--- src/avd_pkg.sv ---
package avd_pkg;
    // code width and limits
    localparam int          CODE_W     = 10;
    localparam logic [9:0]  CODE_MAX   = 10'h3ff;
    localparam logic [9:0]  CODE_MIN   = 10'h000;
    // register indexes on the plain register port
    localparam int          ADDR_W     = 2;
    localparam logic [1:0]  REG_DAC    = 2'h0;
    localparam logic [1:0]  REG_STEPUP = 2'h1;
    localparam logic [1:0]  REG_STEPDN = 2'h2;
    localparam logic [1:0]  REG_STAT   = 2'h3;
    // reset values
    localparam logic [9:0]  DAC_RST    = 10'h000;
    localparam logic [9:0]  STEP_RST   = 10'h000;
    // status register field positions
    localparam int          STAT_MODE  = 0;
    localparam int          STAT_REF   = 1;

    // register read/write request
    typedef struct packed {
        logic              we;
        logic              re;
        logic [1:0]        addr;
        logic [9:0]        wdata;
    } avd_req_s;

    // step strobe pin pair, both active low
    typedef struct packed {
        logic              up_n;
        logic              dn_n;
    } avd_strobe_s;

    typedef enum logic {AVD_SERIAL, AVD_STEP} avd_mode_e;
endpackage

--- src/avd_step_ctrl.sv ---
// The plain strobed port and the address map were left to the implementer.
`timescale 1ns/1ps
// How it works
// mode low: code comes from code register
// mode high: strobes step the code
// step-up and step-down registers give amounts
// both strobes low clears code to zero
// increment pulse with decrement high adds step-up
// controller holds decrement high while pulsing increment
// decrement pulse with increment high subtracts step-down
// controller holds increment high while pulsing decrement
// stepping saturates, never wraps
// reference select low picks internal reference
// reference select high picks external reference
// code register is 10-bit read/write
// step registers are 10-bit read/write
// write with address selects the target register
// step applied on strobe rising edge
// clamp to 1023 up, 0 down
module avd_step_ctrl (
    // clock and reset
    input  wire logic                      mclk,
    input  wire logic                      rst,
    // register port
    input  wire avd_pkg::avd_req_s         req,
    output logic [avd_pkg::CODE_W-1:0]     rdata,
    // device pins
    input  wire logic                      mode,
    input  wire avd_pkg::avd_strobe_s      strobe,
    input  wire logic                      ref_sel,
    // analog side controls
    output logic [avd_pkg::CODE_W-1:0]     dac_code,
    output logic                           ref_ext_en,
    output logic                           ref_int_en
);
    import avd_pkg::*;

    // positions in the step storage and in the strobe pin vector
    localparam int STEP_UP = 0;
    localparam int STEP_DN = 1;
    localparam int N_STEP  = 2;
    localparam int PIN_DN  = 0;
    localparam int PIN_UP  = 1;
    localparam int N_PIN   = 2;

    // code register and its next value
    logic [CODE_W-1:0] code_reg;
    logic [CODE_W-1:0] code_next;
    // step amounts: flip-flops addressed by index
    logic [CODE_W-1:0] step_reg  [N_STEP];
    logic [CODE_W-1:0] step_next [N_STEP];
    // read data register and its next value
    logic [CODE_W-1:0] rdata_reg;
    logic [CODE_W-1:0] rdata_next;
    // output copy of the code
    logic [CODE_W-1:0] dac_reg;
    // strobe pins as a vector and their rising edges
    logic [N_PIN-1:0]  pin_n;
    wire  [N_PIN-1:0]  pin_rise;
    // reference select copies, one flop per output
    logic              ref_ext_reg;
    logic              ref_int_reg;
    avd_mode_e         mode_e;

    // register index match; every write decode goes through it
    function automatic logic reg_hit(input logic [ADDR_W-1:0] a, input logic [ADDR_W-1:0] idx);
        reg_hit = (a == idx);
    endfunction

    // saturating add; the extra bit catches overflow instead of wrapping
    function automatic logic [CODE_W-1:0] sat_add(input logic [CODE_W-1:0] a, input logic [CODE_W-1:0] b);
        logic [CODE_W:0] s;
        s = {1'b0, a} + {1'b0, b};
        sat_add = s[CODE_W] ? CODE_MAX : s[CODE_W-1:0];
    endfunction

    // saturating subtract; compare first so the borrow never wraps
    function automatic logic [CODE_W-1:0] sat_sub(input logic [CODE_W-1:0] a, input logic [CODE_W-1:0] b);
        sat_sub = (b > a) ? CODE_MIN : a - b;
    endfunction

    // strobe pins gathered so that the edge logic repeats per pin
    assign pin_n = strobe;

    // one history flop per pin; it resets high, so a pin already low
    // when reset ends gives no step until it has risen
    for (genvar i = 0; i < N_PIN; i++) begin : g_pin
        logic hist_n_reg;
        always_ff @(posedge mclk or posedge rst) begin
            if (rst) begin
                hist_n_reg <= 1'b1;
            end else begin
                hist_n_reg <= pin_n[i];
            end
        end
        // a rise ends one completed low pulse
        assign pin_rise[i] = pin_n[i] & ~hist_n_reg;
    end

    // step decode; a rise while the other pin is low is no step
    wire up_step   = pin_rise[PIN_UP] & pin_n[PIN_DN];
    wire dn_step   = pin_rise[PIN_DN] & pin_n[PIN_UP];
    wire both_low  = ~pin_n[PIN_UP] & ~pin_n[PIN_DN];
    assign mode_e  = mode ? AVD_STEP : AVD_SERIAL;
    wire step_mode = (mode_e == AVD_STEP);

    // write decode
    wire wr_code   = req.we && reg_hit(req.addr, REG_DAC);
    wire wr_stepup = req.we && reg_hit(req.addr, REG_STEPUP);
    wire wr_stepdn = req.we && reg_hit(req.addr, REG_STEPDN);

    // candidate codes for one step in either direction
    wire [CODE_W-1:0] up_code = sat_add(code_reg, step_reg[STEP_UP]);
    wire [CODE_W-1:0] dn_code = sat_sub(code_reg, step_reg[STEP_DN]);

    // code update; in step mode a pin event wins over a software write,
    // since the host pulsing the pins expects every pulse to count
    always_comb begin
        code_next = code_reg;
        if (step_mode) begin
            if (both_low) begin
                code_next = CODE_MIN;
            end else if (up_step) begin
                code_next = up_code;
            end else if (dn_step) begin
                code_next = dn_code;
            end else if (wr_code) begin
                code_next = req.wdata;
            end
        end else if (wr_code) begin
            code_next = req.wdata;
        end
    end

    // step amount update; software owns these in both modes
    always_comb begin
        step_next[STEP_UP] = step_reg[STEP_UP];
        step_next[STEP_DN] = step_reg[STEP_DN];
        if (wr_stepup) begin
            step_next[STEP_UP] = req.wdata;
        end
        if (wr_stepdn) begin
            step_next[STEP_DN] = req.wdata;
        end
    end

    // readback mux; index 3 is a status word with the mode and reference select pin levels
    always_comb begin
        rdata_next = '0;
        unique case (req.addr)
            REG_DAC: begin
                rdata_next = code_reg;
            end
            REG_STEPUP: begin
                rdata_next = step_reg[STEP_UP];
            end
            REG_STEPDN: begin
                rdata_next = step_reg[STEP_DN];
            end
            REG_STAT: begin
                rdata_next[STAT_MODE] = mode;
                rdata_next[STAT_REF]  = ref_sel;
            end
        endcase
        // data stand for one cycle only; zero otherwise keeps the port quiet
        if (!req.re) begin
            rdata_next = '0;
        end
    end

    // code register
    always_ff @(posedge mclk or posedge rst) begin
        if (rst) begin
            code_reg <= DAC_RST;
        end else begin
            code_reg <= code_next;
        end
    end

    // step amount registers, reset to no step
    always_ff @(posedge mclk or posedge rst) begin
        if (rst) begin
            for (int k = 0; k < N_STEP; k++) begin
                step_reg[k] <= STEP_RST;
            end
        end else begin
            for (int k = 0; k < N_STEP; k++) begin
                step_reg[k] <= step_next[k];
            end
        end
    end

    // read data register
    always_ff @(posedge mclk or posedge rst) begin
        if (rst) begin
            rdata_reg <= '0;
        end else begin
            rdata_reg <= rdata_next;
        end
    end

    // dac output copy; loaded from the next value so it matches the code register
    always_ff @(posedge mclk or posedge rst) begin
        if (rst) begin
            dac_reg <= DAC_RST;
        end else begin
            dac_reg <= code_next;
        end
    end

    // reference select copies; each output has its own flop so neither
    // output carries a gate after the register
    always_ff @(posedge mclk or posedge rst) begin
        if (rst) begin
            ref_ext_reg <= 1'b0;
            ref_int_reg <= 1'b1;
        end else begin
            ref_ext_reg <= ref_sel;
            ref_int_reg <= ~ref_sel;
        end
    end

    // outputs straight from flops
    assign rdata      = rdata_reg;
    assign dac_code   = dac_reg;
    assign ref_ext_en = ref_ext_reg;
    assign ref_int_en = ref_int_reg;
endmodule // avd_step_ctrl

--- config.mk ---
export PLATFORM = sky130hd
export DESIGN_NAME = avd_step_ctrl
export DESIGN_NICKNAME = d
export VERILOG_FILES = /design/src/avd_pkg.sv /design/src/avd_step_ctrl.sv
export SDC_FILE = /design/constraint.sdc
export NUM_CORES = 1
export LEC_CHECK = 0
export ABC_CLOCK_PERIOD_IN_PS = 2450
export BUFFER_PORTS_ARGS = -buffer_cell sky130_fd_sc_hd__buf_4
export CORE_ASPECT_RATIO = 0.6
export CORE_UTILIZATION = 58
export CTS_CLUSTER_DIAMETER = 60
export DETAILED_ROUTE_END_ITERATION = 7
export GPL_ROUTABILITY_DRIVEN = 0
export PLACE_DENSITY = 0.9
export SYNTH_ARGS = -nofsm -noshare
export SYNTH_HDL_FRONTEND = slang
export SYNTH_SLANG_ARGS = --single-unit
--- constraint.sdc ---
create_clock -name mclk -period 2.45 [get_ports mclk]
set_input_delay 0.49 -clock mclk [delete_from_list [all_inputs] [get_ports mclk]]
set_output_delay 0.49 -clock mclk [all_outputs]
set_load 0.005 [all_outputs]
After elaboration in Yosys (flattened, before gate mapping)
Index checks and enable logic that the tools add are counted.

cells by class
  add/sub/neg operators = 2
  $lt $le $gt $ge = 1
  equal/unequal tests = 3
  muxes and demuxes = 11
  bitwise gates (word level) = 10
  reduce and logical (&&, ||, !) cells = 4

operators by type and width
  cell                                                              number
  10-bit two-way mux                                                8
  8-bit one-hot mux with 3 select lines                             1
  10-bit by 10-bit adder with 11-bit output                         1
  10-bit > comparator                                               1
  10-bit subtractor                                                 1
  2-bit one-hot mux with 4 select lines                             1
  1-bit AND                                                         5
  1-bit NOT                                                         5
  2-bit == test (second input constant)                             2
  1-bit logical AND                                                 3
  2-bit by 1-bit == test with 1-bit output (second input constant)  1
  2-bit zero test                                                   1
  1-bit two-way mux                                                 1

storage, ports and cells
  flip-flop bits (word level) = 44
  input port bits = 20
  output and inout bits = 22
  word-level logic and storage cells = 39

Longest topological paths before layout
  depth after elaboration = 7
  depth in mapped cells = 9
  mapped depth without buffers = 9

Worst setup path before layout
Ideal clock, no wire load.

  path type = register -> register
  from = register dac_code[0] (netlist name)
  to = register dac_reg[2], in the netlist dac_code[2]
  setup time = 0.134 ns
  arrival time = 2.131 ns
  required time = 2.316 ns
  slack = 0.185 ns
  cell stages (with the launch flop) = 9
  clock period less this slack = 2.265 ns
  path through = dfrtp_1 -> ha_1 -> fa_1 -> a211oi_1 -> o21ai_1 -> a31oi_1 -> o21ai_1 -> o21ai_0 -> o22ai_1

RTL lines
  what                    line                  source
  end signal: assignment  avd_step_ctrl.sv:207  dac_reg <= code_next;
  end: declaration        avd_step_ctrl.sv:56   logic [CODE_W-1:0] dac_reg;

==> impl_metrics.tcl <==
set metrics [dict create \
    num_antenna_cells 0 \
    synth.distinct_cells 49 \
    start_util_pct 62.50 \
    worst_setup_path_end_kind "flip-flop" \
    fmax_ghz 0.4069 \
    switching_share_pct 36.82 \
    synth_ff_type "dfrtp_1" \
    internal-power_mw 1.692 \
    grt_max_degree 25 \
    critical_path_depth 8 \
    grt_overflow 0 \
    ys_ff_latch 44 \
    cts-root-buf "clkbuf_8" \
    synth_warnings 0 \
    cts.htree.levels 2 \
    cpMaxStageDelayCell "dfrtp_1" \
    tightest_slew_ns 0.8462 \
    path_cells "ha_1 -> fa_2 -> a211oi_2 -> o21ai_1 -> a31oi_2 -> o21ai_2 -> o21ai_0 -> o22ai_1" \
    critPathKind "flip-flop to flip-flop" \
    syn_nets 338 \
    reg2reg_to "dac_code[0]$_DFF_PP0_" \
    ioPinCount 42 \
    violations "setup timing" \
    async_flop_share_pct 100.0 \
    rows 19 \
    critPathCapture "dac_code[0]$_DFF_PP0_" \
    syn_area_per_cell_um2 10.04 \
    clock_latency_ns 0.30 \
    syn_inst 296 \
    final.setup.worst_slack_ns -0.007466 \
    reg2regPathDepth 8 \
    cp_max_fo 8 \
    startpoint "dac_code[0]$_DFF_PP0_" \
    port_buffers 41 \
    cts_buffer_depth 2 \
    combPwrFrac_pct 44.1 \
    synth_area_leader_cell "dfrtp_1" \
    worst-path-buf-inv 0 \
    clkSinkCount 44 \
    fin_skew_ns 0.004642 \
    worstPathRequired_ns 2.63 \
    relSlewSlack_pct 43.24 \
    wl_um 7702 \
    syn_to_final_growth_pct 23.24 \
    cpPeakStageDelay_ns 0.43 \
    status "complete, but fails checks" \
    grt_pass1_vias 2368 \
    rsz0062_at_grt "true" \
    rrSetupSlack_ns -0.007 \
    maxCapViolCount 0 \
    nFillCells 328 \
    min_period_ns 2.457 \
    arrival_ns 2.64 \
    place_hpwl_um 5457 \
    p_seq_share_pct 35.0 \
    grt_pass1_wl_um 11620 \
    clkTransAtPathRegs_ns 0.08 \
    die_w_um 94.41 \
    vias_per_cell 6.210 \
    min_path_type "primary input to asynchronous set/reset pin" \
    drc_errors 0 \
    post-route-period-util_pct 100.3 \
    cts_buffers 5 \
    finalSetupViolations 2 \
    drv_slew 0 \
    final_cells 414 \
    p_switching_mw 0.9862 \
    drive_gt1_share_pct 25.64 \
    synth_edf_count 0 \
    die_y_um 57.45 \
    synth_area_um2 2972 \
    die-area_um2 5423 \
    yosysMostFrequentCell "dfrtp_1" \
    wl_per_cell_um 18.60 \
    dr.pass1.iters 4 \
    coreArea_um2 4755 \
    clockPowerShare_pct 20.9 \
    path_delay_family "compound AO/OA/AOI/OAI gates" \
    synth_top_area_share_pct 34.53 \
    finalNetCount 392 \
    grtUsageTotal_pct 28.42 \
    dr_total_vias 2571 \
    power.leakage_nw 1.653 \
    hold_viol 0 \
    ys_top_cells_by_area "dfrtp_1, ha_1, mux2_1, mux2i_1, o21ai_0" \
    ys_seq_area_share_pct 37.18 \
    reg2reg_from "dac_code[0]$_DFF_PP0_" \
    drtIter0Drc 150 \
    largest_reg_flops 20 \
    cts_tree "yes" \
    ir_drop_mv 0.4039 \
    post-place-ws_ns -0.1268 \
    ant_nets 0 \
    antenna_found_initial 0 \
    dp_cells 400 \
    yosys-top-cells-count "dfrtp_1, ha_1, mux2_1" \
    cp-start-kind "flip-flop" \
    p_per_area_nw_per_um2 731.4 \
]
metal layers:
layer | GRT usage, % | part of all wire, % | up-vias
li1 | - | - | 1195
met1 | 40.99 | 47 | 1239
met2 | 43.48 | 43 | 121
met3 | 5.733 | 7.7 | 16
met4 | 8.352 | 2.1 | 0
met5 | 0 | 0 | -
worst register-to-register path, delay by kind of cell, from the launching register on:
family          cells  cell delay [ns]
compound gates      6             1.29
fa+ha+maj           2             0.63
flops               1             0.43
cells by family (layout without fill, tap and decap cells):
family          count (synthesis)  count (layout)  share of synthesized area [%]
flops                          44              44                          37.18
compound gates                 85              86                          19.20
xor+xnor                       11              11                          3.242
fa+ha+maj                      22              22                          9.768
mux                            39              39                          14.82
simple gates                   69              69                          12.34
buf+inv                        26              80                          3.453
metrics by stage:
stage | power (mW) | cell area (µm²) | hold WS, ns | TNS (ns) | util, %
floorplan | 1.677 | 2972 | 0.4855 | 0 | -
global placement | 1.953 | 3400 | 0.4991 | -0.02171 | 71.50
detailed placement | 1.986 | 3400 | 0.5066 | -0.7660 | 71.50
CTS | 2.560 | 3530 | 0.2696 | 0 | 74.24
global route | 2.819 | 3662 | 0.2778 | -0.6450 | 77.03
finish | 2.678 | 3662 | 0.2516 | -0.01385 | 77.03
power by group through the flow:
| stage | clock network [mW] | logic, mW | registers [mW] |
|---|---|---|---|
| finish | 0.561 | 1.18 | 0.938 |
| global route | 0.591 | 1.28 | 0.951 |
| CTS | 0.560 | 1.07 | 0.932 |
| detailed placement | 0 | 1.04 | 0.946 |
| global placement | 0 | 1.01 | 0.939 |
| floorplan | 0 | 0.752 | 0.925 |
worst min path at each step:
stage	start	endpoint	slack [ns]
floorplan	step_reg[0]$_DFFE_PP0P_	step_reg[0]$_DFFE_PP0P_	0.49
global placement	step_reg[6]$_DFFE_PP0P_	step_reg[6]$_DFFE_PP0P_	0.50
detailed placement	step_reg[3]$_DFFE_PP0P_	step_reg[3]$_DFFE_PP0P_	0.51
CTS	rst	step_reg[8]$_DFFE_PP0P_	0.27
global route	rst	step_reg[9]$_DFFE_PP0P_	0.28
finish	rst	step_reg[9]$_DFFE_PP0P_	0.25
final cells by class:
| type | instances | area (µm²) | area share, % |
|---|---|---|---|
| Multi-Input combinational cell | 227 | 1882 | 51.38 |
| Sequential cell | 44 | 1105 | 30.17 |
| Timing Repair Buffer | 55 | 425.4 | 11.62 |
| Tap cell | 63 | 78.83 | 2.152 |
| Clock buffer | 6 | 72.57 | 1.982 |
| Inverter | 17 | 63.81 | 1.742 |
| Clock inverter | 2 | 35.03 | 0.9566 |
repair_timing:
action / CTS / global route
buffers inserted: 0 / 5
gates resized for setup: 4 / 17
hold buffers: 0 / 0
gates cloned: 0 / 1
setup endpoints to repair: 9 / 10
pin swaps: 1 / 19
cell usage in the layout, fill, tap and decap left out, types with 6 or more instances in the layout:
cell     instances
buf_4           54
o221a_1          6
nand2_1         17
dfrtp_1         41
and2_1          11
o21ai_0         16
mux2_1          20
a21oi_1         13
o21ai_1         13
nor2_1          10
xnor2_1          7
mux2i_1         17
inv_1           15
ha_1            19
Power figures use the tool's default switching activity.
